==> src/core/tc_regs.vh <==
// register map, field positions and key values of the touch controller host registers
// assumes inclusion by bare name from the design file; definitions only
`ifndef TC_REGS_VH
`define TC_REGS_VH

// register offsets on the register port
`define TC_A_IRQ        8'h00
`define TC_A_MODE       8'h09
`define TC_A_GPO        8'h0a
`define TC_A_PINSEL     8'h0b
`define TC_A_INTEN      8'h0c
`define TC_A_CFG        8'h0d
`define TC_A_BASE       8'h0e
`define TC_A_GSH        8'h10
`define TC_A_GSL        8'h11
`define TC_A_KEYH       8'hac
`define TC_A_KEYL       8'had
`define TC_A_SRST       8'hb1

// key and trigger values
`define TC_KEY_H        8'h62
`define TC_KEY_L        8'h9d
`define TC_BURN_1       8'ha5
`define TC_BURN_2       8'h5a
`define TC_SRST_1       8'hde
`define TC_SRST_2       8'h00

// mode_compensation_control fields
`define TC_MODE_ACTIVE  2'h0
`define TC_MODE_DOZE    2'h1
`define TC_MODE_SLEEP   2'h2
`define TC_MODE_RSVD    2'h3
`define TC_CMP_BIT      2

// param_memory_gateway_config fields
`define TC_GW_HI        5
`define TC_GW_LO        4
`define TC_DIR_BIT      3
`define TC_GW_NORMAL    2'h0
`define TC_GW_SPM       2'h1

// burst and memory geometry
`define TC_BASE_MASK    8'h78
`define TC_BURST_LAST   3'h7
`define TC_SPM_LAST     7'h7f
`define TC_GW_WINDOW    8'h07

// interrupt source and status bit positions
`define TC_IRQ_BURN     6
`define TC_IRQ_SPMW     5
`define TC_IRQ_COMP     1
`define TC_GSH_WDONE    6

// burn counter
`define TC_BURN_NONE    3'h0
`define TC_BURN_FALLBK  3'h4
`define TC_BURN_ONE     3'h1

// shadow memory locations of power-up parameters
`define TC_SPM_PWRUP    7'h40
`define TC_SPM_ON       7'h41
`define TC_SPM_OFF      7'h42

// factory default image, 128 bytes, byte 0 in the low bits
`define TC_FACTORY_IMAGE 1024'h0

// zero constants
`define TC_Z8           8'h00
`define TC_Z3           3'h0

`endif

==> src/core/tc_host_regs.v <==
// host-visible control registers of the touch controller: mode, outputs, soft reset, parameter gateway, burn
// assumes a register port already framed from the two-wire target (one strobe per byte) and one clock
//
// Operation
// - two-bit mode field: 00 active, 01 doze, 10 sleep, 11 reserved; reads show mode.
// - compensation bit reads one while running; writing one starts compensation.
// - host writes zeros to bits 7:3; device may return anything there.
// - on/off bits drive pins to on or off level when automatic lighting off.
// - on/off register powers up from the shadow memory power-up parameter.
// - three-bit pin select, reset zero, picks which pwm pin intensity accesses address.
// - intensity register holds selected pin intensity index; default from power-up on/off levels.
// - full chip reset only on 0xDE immediately followed by 0x00 write.
// - gateway config bits 5:4: 00 normal, 01 gateway mode, others reserved.
// - gateway config bit 3: zero bursts write memory, one bursts read it.
// - burst base is multiple of eight from 0x00 to 0x78, reset zero.
// - every gateway transfer moves exactly eight bytes from the programmed base.
// - write burst done raises interrupt; any read drops it and clears write-done flag.
// - read burst done also raises interrupt; any register read clears it.
// - burn count kept and shown in general status low bits 7:5.
// - each burn up to the fourth increments count; fourth burn falls back to factory defaults for good.
// - factory state: empty storage, count zero, shadow memory from factory defaults.
// - burn only after keys 0x62, 0x9D then 0xA5, 0x5A to base, ended by stop.
// - burn done sets source bit 6, write done bit 5; reading source clears.
`timescale 1ns/1ps
`default_nettype none
`include "tc_regs.vh"

module tc_host_regs (
  input  wire        ref_clk,
  input  wire        sys_rst,
  input  wire        reg_wr,
  input  wire        reg_rd,
  input  wire [7:0]  reg_addr,
  input  wire [7:0]  reg_wdata,
  input  wire        i2c_stop,
  input  wire        comp_done,
  input  wire        autolight_en,
  input  wire [7:0]  gpo_pin_mask,
  output reg  [7:0]  reg_rdata,
  output reg         interrupt_out_n,
  output reg  [1:0]  op_mode,
  output reg         comp_start,
  output reg  [63:0] gpo_level,
  output reg  [63:0] pwm_level,
  output reg         init_busy
);

  // sequencer states
  localparam [1:0] S_LOAD  = 2'b00;
  localparam [1:0] S_APPLY = 2'b01;
  localparam [1:0] S_RUN   = 2'b10;
  localparam [1:0] S_BURN  = 2'b11;

  // burn unlock states
  localparam [2:0] K_IDLE  = 3'b000;
  localparam [2:0] K_HIGH  = 3'b001;
  localparam [2:0] K_LOW   = 3'b010;
  localparam [2:0] K_TRIG1 = 3'b011;
  localparam [2:0] K_ARMED = 3'b100;

  reg  [7:0]    spm_mem [0:127];
  reg  [7:0]    nvm_mem [0:127];
  reg  [1:0]    seq_q;
  reg  [6:0]    idx_q;
  reg  [2:0]    key_q;
  reg  [2:0]    burn_cnt_q;
  reg           srst_armed_q;
  reg           srst_fire_q;
  reg           comp_run_q;
  reg  [7:0]    gpo_q;
  reg  [2:0]    pin_sel_q;
  reg  [1:0]    gw_mode_q;
  reg           gw_dir_q;
  reg  [7:0]    base_q;
  reg  [7:0]    keyh_q;
  reg  [7:0]    keyl_q;
  reg  [7:0]    srst_q;
  reg  [2:0]    gw_cnt_q;
  reg  [2:0]    irq_q;
  reg           wdone_q;
  reg  [7:0]    rd_mux;
  reg           pend_d;

  wire          chip_rst;
  wire          run;
  wire          acc_wr;
  wire          acc_rd;
  wire          gw_on;
  wire          gw_hit;
  wire [6:0]    gw_addr;
  wire          ev_spmw;
  wire          ev_spmr;
  wire          ev_burn;
  wire          ev_comp;
  wire          use_nvm;
  wire [1023:0] fac_img;
  wire [7:0]    load_byte;
  wire [7:0]    pwrup_v;
  wire [7:0]    on_lvl;
  wire [7:0]    off_lvl;

  // soft reset acts as a full chip reset but leaves the burn counter alone
  assign chip_rst  = sys_rst | srst_fire_q;
  assign run       = (seq_q == S_RUN);
  // accept only once busy has dropped, so the host sees the same window as the logic
  assign acc_wr    = reg_wr & run & ~init_busy;
  assign acc_rd    = reg_rd & run & ~init_busy;
  assign gw_on     = (gw_mode_q == `TC_GW_SPM);
  assign gw_hit    = gw_on & (reg_addr <= `TC_GW_WINDOW);
  assign gw_addr   = {base_q[6:3], reg_addr[2:0]};
  // burst completes only on its eighth byte
  assign ev_spmw   = acc_wr & gw_hit & ~gw_dir_q & (gw_cnt_q == `TC_BURST_LAST);
  assign ev_spmr   = acc_rd & gw_hit & gw_dir_q & (gw_cnt_q == `TC_BURST_LAST);
  assign ev_burn   = (seq_q == S_BURN) & (idx_q == `TC_SPM_LAST);
  assign ev_comp   = comp_done & comp_run_q;
  // counts one to three use the burned image, zero and four the factory one
  assign use_nvm   = (burn_cnt_q != `TC_BURN_NONE) & (burn_cnt_q != `TC_BURN_FALLBK);
  assign fac_img   = `TC_FACTORY_IMAGE;
  assign load_byte = use_nvm ? nvm_mem[idx_q] : fac_img[{idx_q, 3'b000} +: 8];
  assign pwrup_v   = spm_mem[`TC_SPM_PWRUP];
  assign on_lvl    = spm_mem[`TC_SPM_ON];
  assign off_lvl   = spm_mem[`TC_SPM_OFF];

  // load, apply, run, burn sequencer; register access only in run
  always @(posedge ref_clk) begin
    if (chip_rst) begin
      seq_q <= S_LOAD;
      idx_q <= 7'h00;
    end else begin
      case (seq_q)
        S_LOAD: begin
          idx_q <= idx_q + 7'h01;
          if (idx_q == `TC_SPM_LAST)
            seq_q <= S_APPLY;
        end
        S_APPLY: seq_q <= S_RUN;
        S_RUN: begin
          idx_q <= 7'h00;
          if ((key_q == K_ARMED) && i2c_stop)
            seq_q <= S_BURN;
        end
        S_BURN: begin
          idx_q <= idx_q + 7'h01;
          if (idx_q == `TC_SPM_LAST)
            seq_q <= S_RUN;
        end
        default: seq_q <= S_LOAD;
      endcase
    end
  end

  // shadow memory: filled at reset, then written only through the gateway
  always @(posedge ref_clk) begin
    if (seq_q == S_LOAD)
      spm_mem[idx_q] <= load_byte;
    else if (acc_wr && gw_hit && !gw_dir_q)
      spm_mem[gw_addr] <= reg_wdata;
  end

  // non-volatile copy; after fallback the copy is skipped, it is never read again
  always @(posedge ref_clk) begin
    if ((seq_q == S_BURN) && (burn_cnt_q != `TC_BURN_FALLBK))
      nvm_mem[idx_q] <= spm_mem[idx_q];
  end

  // burn counter survives soft reset; only power-up clears it
  always @(posedge ref_clk) begin
    if (sys_rst)
      burn_cnt_q <= `TC_BURN_NONE;
    else if (ev_burn && (burn_cnt_q != `TC_BURN_FALLBK))
      burn_cnt_q <= burn_cnt_q + `TC_BURN_ONE;
  end

  // burn unlock; a wrong value anywhere starts over, a first key restarts at step one
  always @(posedge ref_clk) begin
    if (chip_rst) begin
      key_q <= K_IDLE;
    end else if (seq_q == S_BURN) begin
      key_q <= K_IDLE;
    end else if (acc_wr) begin
      if ((reg_addr == `TC_A_KEYH) && (reg_wdata == `TC_KEY_H))
        key_q <= K_HIGH;
      else if ((key_q == K_HIGH) && (reg_addr == `TC_A_KEYL) && (reg_wdata == `TC_KEY_L))
        key_q <= K_LOW;
      else if ((key_q == K_LOW) && (reg_addr == `TC_A_BASE) && (reg_wdata == `TC_BURN_1))
        key_q <= K_TRIG1;
      else if ((key_q == K_TRIG1) && (reg_addr == `TC_A_BASE) && (reg_wdata == `TC_BURN_2))
        key_q <= K_ARMED;
      else
        key_q <= K_IDLE;
    end
  end

  // soft reset pair must be back to back on the trigger register
  always @(posedge ref_clk) begin
    if (chip_rst) begin
      srst_armed_q <= 1'b0;
      srst_fire_q  <= 1'b0;
    end else if (acc_wr) begin
      srst_armed_q <= (reg_addr == `TC_A_SRST) && (reg_wdata == `TC_SRST_1);
      srst_fire_q  <= srst_armed_q && (reg_addr == `TC_A_SRST) && (reg_wdata == `TC_SRST_2);
    end
  end

  // mode, compensation, gateway and plain storage registers
  always @(posedge ref_clk) begin
    if (chip_rst) begin
      op_mode    <= `TC_MODE_ACTIVE;
      comp_run_q <= 1'b0;
      comp_start <= 1'b0;
      pin_sel_q  <= `TC_Z3;
      gw_mode_q  <= `TC_GW_NORMAL;
      gw_dir_q   <= 1'b0;
      base_q     <= `TC_Z8;
      keyh_q     <= `TC_Z8;
      keyl_q     <= `TC_Z8;
      srst_q     <= `TC_Z8;
    end else begin
      comp_start <= acc_wr && (reg_addr == `TC_A_MODE) && reg_wdata[`TC_CMP_BIT];
      // a start request wins over a completion in the same cycle
      if (acc_wr && (reg_addr == `TC_A_MODE) && reg_wdata[`TC_CMP_BIT])
        comp_run_q <= 1'b1;
      else if (comp_done)
        comp_run_q <= 1'b0;
      if (acc_wr) begin
        case (reg_addr)
          `TC_A_MODE: begin
            // reserved code is refused so the mode always reads back a legal value
            if (reg_wdata[1:0] != `TC_MODE_RSVD)
              op_mode <= reg_wdata[1:0];
          end
          `TC_A_PINSEL: pin_sel_q <= reg_wdata[2:0];
          `TC_A_CFG: begin
            gw_mode_q <= reg_wdata[`TC_GW_HI:`TC_GW_LO];
            gw_dir_q  <= reg_wdata[`TC_DIR_BIT];
          end
          `TC_A_BASE: base_q <= reg_wdata & `TC_BASE_MASK;
          `TC_A_KEYH: keyh_q <= reg_wdata;
          `TC_A_KEYL: keyl_q <= reg_wdata;
          `TC_A_SRST: srst_q <= reg_wdata;
          default: ;
        endcase
      end
    end
  end

  // burst byte counter restarts whenever config or base is rewritten
  always @(posedge ref_clk) begin
    if (chip_rst)
      gw_cnt_q <= `TC_Z3;
    else if (acc_wr && ((reg_addr == `TC_A_CFG) || (reg_addr == `TC_A_BASE)))
      gw_cnt_q <= `TC_Z3;
    else if ((acc_wr && gw_hit && !gw_dir_q) || (acc_rd && gw_hit && gw_dir_q))
      gw_cnt_q <= gw_cnt_q + 3'h1;
  end

  // on/off register: powered up from shadow memory, then host writable
  always @(posedge ref_clk) begin
    if (chip_rst)
      gpo_q <= `TC_Z8;
    else if (seq_q == S_APPLY)
      gpo_q <= pwrup_v;
    else if (acc_wr && !gw_hit && (reg_addr == `TC_A_GPO))
      gpo_q <= reg_wdata;
  end

  // per-pin intensity index and on/off level drive
  genvar k;
  generate
    for (k = 0; k < 8; k = k + 1) begin : g_pin
      always @(posedge ref_clk) begin
        if (chip_rst)
          pwm_level[k*8 +: 8] <= `TC_Z8;
        else if (seq_q == S_APPLY)
          pwm_level[k*8 +: 8] <= pwrup_v[k] ? on_lvl : off_lvl;
        else if (acc_wr && !gw_hit && (reg_addr == `TC_A_INTEN) && (pin_sel_q == k))
          pwm_level[k*8 +: 8] <= reg_wdata;
      end
      // pins not configured as on/off keep their level; autolight owns them when on
      always @(posedge ref_clk) begin
        if (chip_rst)
          gpo_level[k*8 +: 8] <= `TC_Z8;
        else if (!autolight_en && gpo_pin_mask[k] && run)
          gpo_level[k*8 +: 8] <= gpo_q[k] ? on_lvl : off_lvl;
      end
    end
  endgenerate

  // interrupt pending: events set, any read clears, set wins
  always @* begin
    pend_d = ~interrupt_out_n;
    if (acc_rd)
      pend_d = 1'b0;
    if (ev_spmw || ev_spmr || ev_burn || ev_comp)
      pend_d = 1'b1;
  end

  // source flags and write-done; reading the source register clears it, events win
  always @(posedge ref_clk) begin
    if (chip_rst) begin
      interrupt_out_n <= 1'b1;
      irq_q           <= `TC_Z3;
      wdone_q         <= 1'b0;
    end else begin
      interrupt_out_n <= ~pend_d;
      if (acc_rd && !gw_hit && (reg_addr == `TC_A_IRQ))
        irq_q <= {ev_burn, ev_spmw, ev_comp};
      else
        irq_q <= irq_q | {ev_burn, ev_spmw, ev_comp};
      if (ev_spmw)
        wdone_q <= 1'b1;
      else if (acc_rd)
        wdone_q <= 1'b0;
    end
  end

  // read data select; reserved bits read as zero
  always @* begin
    rd_mux = `TC_Z8;
    if (gw_hit)
      rd_mux = gw_dir_q ? spm_mem[gw_addr] : `TC_Z8;
    else begin
      case (reg_addr)
        `TC_A_IRQ:    rd_mux = {1'b0, irq_q[2], irq_q[1], 3'b000, irq_q[0], 1'b0};
        `TC_A_MODE:   rd_mux = {5'b00000, comp_run_q, op_mode};
        `TC_A_GPO:    rd_mux = gpo_q;
        `TC_A_PINSEL: rd_mux = {5'b00000, pin_sel_q};
        `TC_A_INTEN:  rd_mux = pwm_level[{pin_sel_q, 3'b000} +: 8];
        `TC_A_CFG:    rd_mux = {2'b00, gw_mode_q, gw_dir_q, 3'b000};
        `TC_A_BASE:   rd_mux = base_q;
        `TC_A_GSH:    rd_mux = {1'b0, wdone_q, 6'b000000};
        `TC_A_GSL:    rd_mux = {burn_cnt_q, 5'b00000};
        `TC_A_KEYH:   rd_mux = keyh_q;
        `TC_A_KEYL:   rd_mux = keyl_q;
        `TC_A_SRST:   rd_mux = srst_q;
        default:      rd_mux = `TC_Z8;
      endcase
    end
  end

  // read data and busy flag from flops
  always @(posedge ref_clk) begin
    if (chip_rst) begin
      reg_rdata <= `TC_Z8;
      init_busy <= 1'b1;
    end else begin
      init_busy <= ~run;
      if (acc_rd)
        reg_rdata <= rd_mux;
    end
  end

endmodule // tc_host_regs

`default_nettype wire

==> config.mk <==
export PLATFORM = sky130hd
export DESIGN_NAME = tc_host_regs
export DESIGN_NICKNAME = d
export VERILOG_FILES = /design/src/core/tc_host_regs.v
export VERILOG_INCLUDE_DIRS = /design/src /design/src/core
export SDC_FILE = /design/constraint.sdc
export NUM_CORES = 2
export LEC_CHECK = 0
export BUFFER_PORTS_ARGS = -buffer_cell sky130_fd_sc_hd__buf_2
export CAP_MARGIN = 10
export CORE_UTILIZATION = 40
export CTS_BUF_LIST = sky130_fd_sc_hd__clkbuf_4
export CTS_CLUSTER_DIAMETER = 120
export DETAILED_ROUTE_END_ITERATION = 8
export SKIP_CTS_REPAIR_TIMING = 1
export SLEW_MARGIN = 20
export SYNTH_ARGS = -nofsm -noshare
export SYNTH_HDL_FRONTEND = slang
export SYNTH_SLANG_ARGS = --single-unit
==> constraint.sdc <==
create_clock -name ref_clk -period 28.4 [get_ports ref_clk]
set_input_delay 5.68 -clock ref_clk [delete_from_list [all_inputs] [get_ports ref_clk]]
set_output_delay 5.68 -clock ref_clk [all_outputs]
set_load 0.1 [all_outputs]
==> impl_metrics.csv <==
group,metric,value,unit
pwr,vdd.ir_drop.worst,0.0000725,V
global_routing,antenna_found_initial,23,
global_routing,grt_max_degree,117,
cts,cts.clk_slew.worst_paths,0.06,ns
sta,max_slew.worst_pin.slew,1.22,ns
global_routing,overflow,0,
critical_path,required,29.45,ns
logic_synthesis,syn_inst,5386,
critical_path,critPathBufInv,4,
cts,cts_num_sinks,2263,
finish,layout.nets,5913,
floorplan,io_pins,172,
floorplan,start_util,0.403,
sta,fin_skew,0.162,ns
logic_synthesis,synth_ff_type,"edfxtp_1",
floorplan,core_region_area,0.246,sq mm
outcome,status,"finished clean",
sta,relSlewSlack,0.183,
logic_synthesis,synth_warnings,0,
pwr,power_leakage,36.1,nW
finish,n_fill_cell,21248,
sta,grt_setup_unrepaired,"no",
critical_path,arrival,10.73,ns
critical_path,cp_common_cell,"buf_4",
routing,wl_per_cell,31.5,um
routing,drt-initial-drc-count,7426,
critical_path,worstSetupStartpointType,"primary input",
routing,route.vias.total,58499,
global_routing,grt_pass1_wl,428000,um
routing,routed_via_density,6.14,
sta,period_minus_slack,9.68,ns
worst_hold_path,hold_class,"flip-flop to flip-flop",
cts,numCtsBuffers,610,
routing,dr.pass1.iters,8,
sta,setup_viol,0,
placement,finalWeightedCongestion,0.915,
critical_path,cpPeakStageDelay,0.92,ns
placement,dp_slack,17.52,ns
floorplan,die_w,500,um
finish,final_common_cell,"edfxtp_1",
sta,slew_viol_final,0,
placement,portBuffers,171,
critical_path,cp_max_fo,65,
global_routing,grt_busiest_layer,"met2",
logic_synthesis,synthTopCellsByArea,"edfxtp_1, mux4_2, dfxtp_1",
logic_synthesis,ys_ff_latch,2263,
sta,finalWorstSetupSlack,18.72,ns
global_routing,groute.usage.overall,0.239,
critical_path,critPathSlowestCell,"nor2_1",
routing,drt.antenna.violating_nets,0,
global_routing,grt_use_met2,0.368,
cts,cts_max_level,6,
logic_synthesis,ys_seq_area_frac,0.665,
sta,max_freq,0.103,GHz
global_routing,use_met3,0.0562,
sta,whs,0.468,ns
floorplan,die_h,500,um
routing,drc,0,
placement,place_hpwl,188000,um
finish,final_cell_mix,"edfxtp_1, clkbuf_4, mux4_2",
sta,finalHoldViolations,0,
logic_synthesis,synth_edf_count,2048,
logic_synthesis,synth_top_area_frac,0.621,
global_routing,grtUsageMet1,0.329,
logic_synthesis,netlist_area,0.0990,sq mm
cts,cts_tree,"done",
sta,fin_setup_tns,0,ns
logic_synthesis,ys_types,86,
floorplan,die_area,0.250,sq mm
logic_synthesis,synth_area_leader_cell,"edfxtp_1",
sta,finalCritPeriodShare,0.341,
logic_synthesis,syn_area_per_cell,18.4,sq um
cts,clk_root_buffer_cell,"clkbuf_4",
cts,clock_latency,1.44,ns
logic_synthesis,async_reset_ff_frac,0,
finish,design_area,0.111,sq mm
pwr,power_density,83.7,mW/mm^2
global_routing,grt_pass1_vias,58378,
critical_path,endpoint_kind,"flip-flop",
logic_synthesis,synth_nets,5428,
critical_path,critPathTopFamily,"simple AND/OR/NAND/NOR gates",
run,maxCapViolCount,0,
finish,drive_gt1_frac,0.344,
critical_path,path_cells,"buf_2 -> nor3b_1 -> nand3_1 -> nor2_4 -> buf_4 -> nor2_1 -> nor4b_1 -> o221ai_1 -> o41ai_2 -> buf_4 -> buf_4",
placement,dpl_cell_area,0.103,sq mm
critical_path,critPathKind,"primary input to flip-flop",
finish,synthToLayoutAreaGrowth,11.8,%
floorplan,rows,182,
routing,postRouteWirelength,301000,um
cts,clockBufferDepth,4,
[logic make-up after synthesis]
logic type / Yosys count / synth area share
xor+xnor: 7 / 0.000619
mux: 1230 / 0.232
buf+inv: 434 / 0.0226
flops: 2263 / 0.665
simple gates: 897 / 0.0405
compound gates: 544 / 0.0381
fa+ha+maj: 11 / 0.00139
[tightest hold or removal path: cells and delay by family, from the launching register on]
kind / cells / cell delay [ns]
AO/OA/AOI/OAI: 1 / 0.05
flip-flops: 1 / 0.31
AND/OR/NAND/NOR: 1 / 0.05
[per-stage QoR]
step           std cells   util  power (W)
6_report            9535  0.450    0.00927
2_1_floorplan       5386      -    0.00574
4_1_cts             9515  0.450    0.00932
3_5_place_dp        8479  0.419    0.00644
3_3_place_gp        8479  0.419    0.00641
5_1_grt             9529  0.450    0.00959
[flip-flops by register name (all words and copies together), names as in the netlist, 4 cells and up, named ones only]
| name | cells |
|---|---|
| gpo_q | 8 |
| pwm_level | 64 |
| gpo_level | 64 |
| keyl_q | 8 |
| base_q | 4 |
| nvm_mem | 1024 |
| idx_q | 7 |
| keyh_q | 8 |
| spm_mem | 1024 |
| srst_q | 8 |
| reg_rdata | 8 |
[final cells by class]
cell class | count | area, sq um | share of cell area
Clock buffer | 885 | 6640 | 0.0600
Clock inverter | 151 | 901 | 0.00814
Antenna cell | 20 | 50.0 | 0.000452
Multi-Input combinational cell | 2689 | 31300 | 0.283
Inverter | 14 | 60.1 | 0.000543
Sequential cell | 2263 | 65800 | 0.595
Tap cell | 3220 | 4030 | 0.0364
Timing Repair Buffer | 293 | 1850 | 0.0167
[layer usage]
layer  vias to the layer above  routed length [um]
li1                      23724                   -
met1                     30657              119000
met2                      3511              140000
met3                       601               31100
met4                         6               10300
met5                         -                  28
[report_power, final]
part | internal (W) | total (W) | switching [W]
logic | 0.000737 | 0.00225 | 0.00151
registers | 0.00404 | 0.00412 | 0.0000801
clock network | 0.00152 | 0.00290 | 0.00138
total | 0.00629 | 0.00927 | 0.00297
[worst paths after layout]
kind / from / to / slack, ns / cells past startpoint
max: reg_addr[3] / spm_mem[115][7] / 18.72 / 11
max reg2reg: flip-flop / spm_mem[45][4] / 21.28 / 10
min reg2reg: irq_q[2] / irq_q[2] / 0.47 / 2
min: irq_q[2] / irq_q[2] / 0.47 / 2
[synthesized netlist by cell type, types with 20 or more instances]
library cell,count
nor3_1,36
nand2_1,130
o22ai_1,39
o221ai_1,44
o21ai_0,41
buf_4,34
nor2_1,524
mux2i_1,364
nor2b_1,27
buf_1,40
edfxtp_1,2048
buf_2,110
a21oi_1,132
mux4_2,848
and2_1,20
dfxtp_1,215
buf_6,32
clkbuf_1,195
a22oi_1,23
nand3_1,52
a211oi_1,145
(Power assumes the default switching activity.)
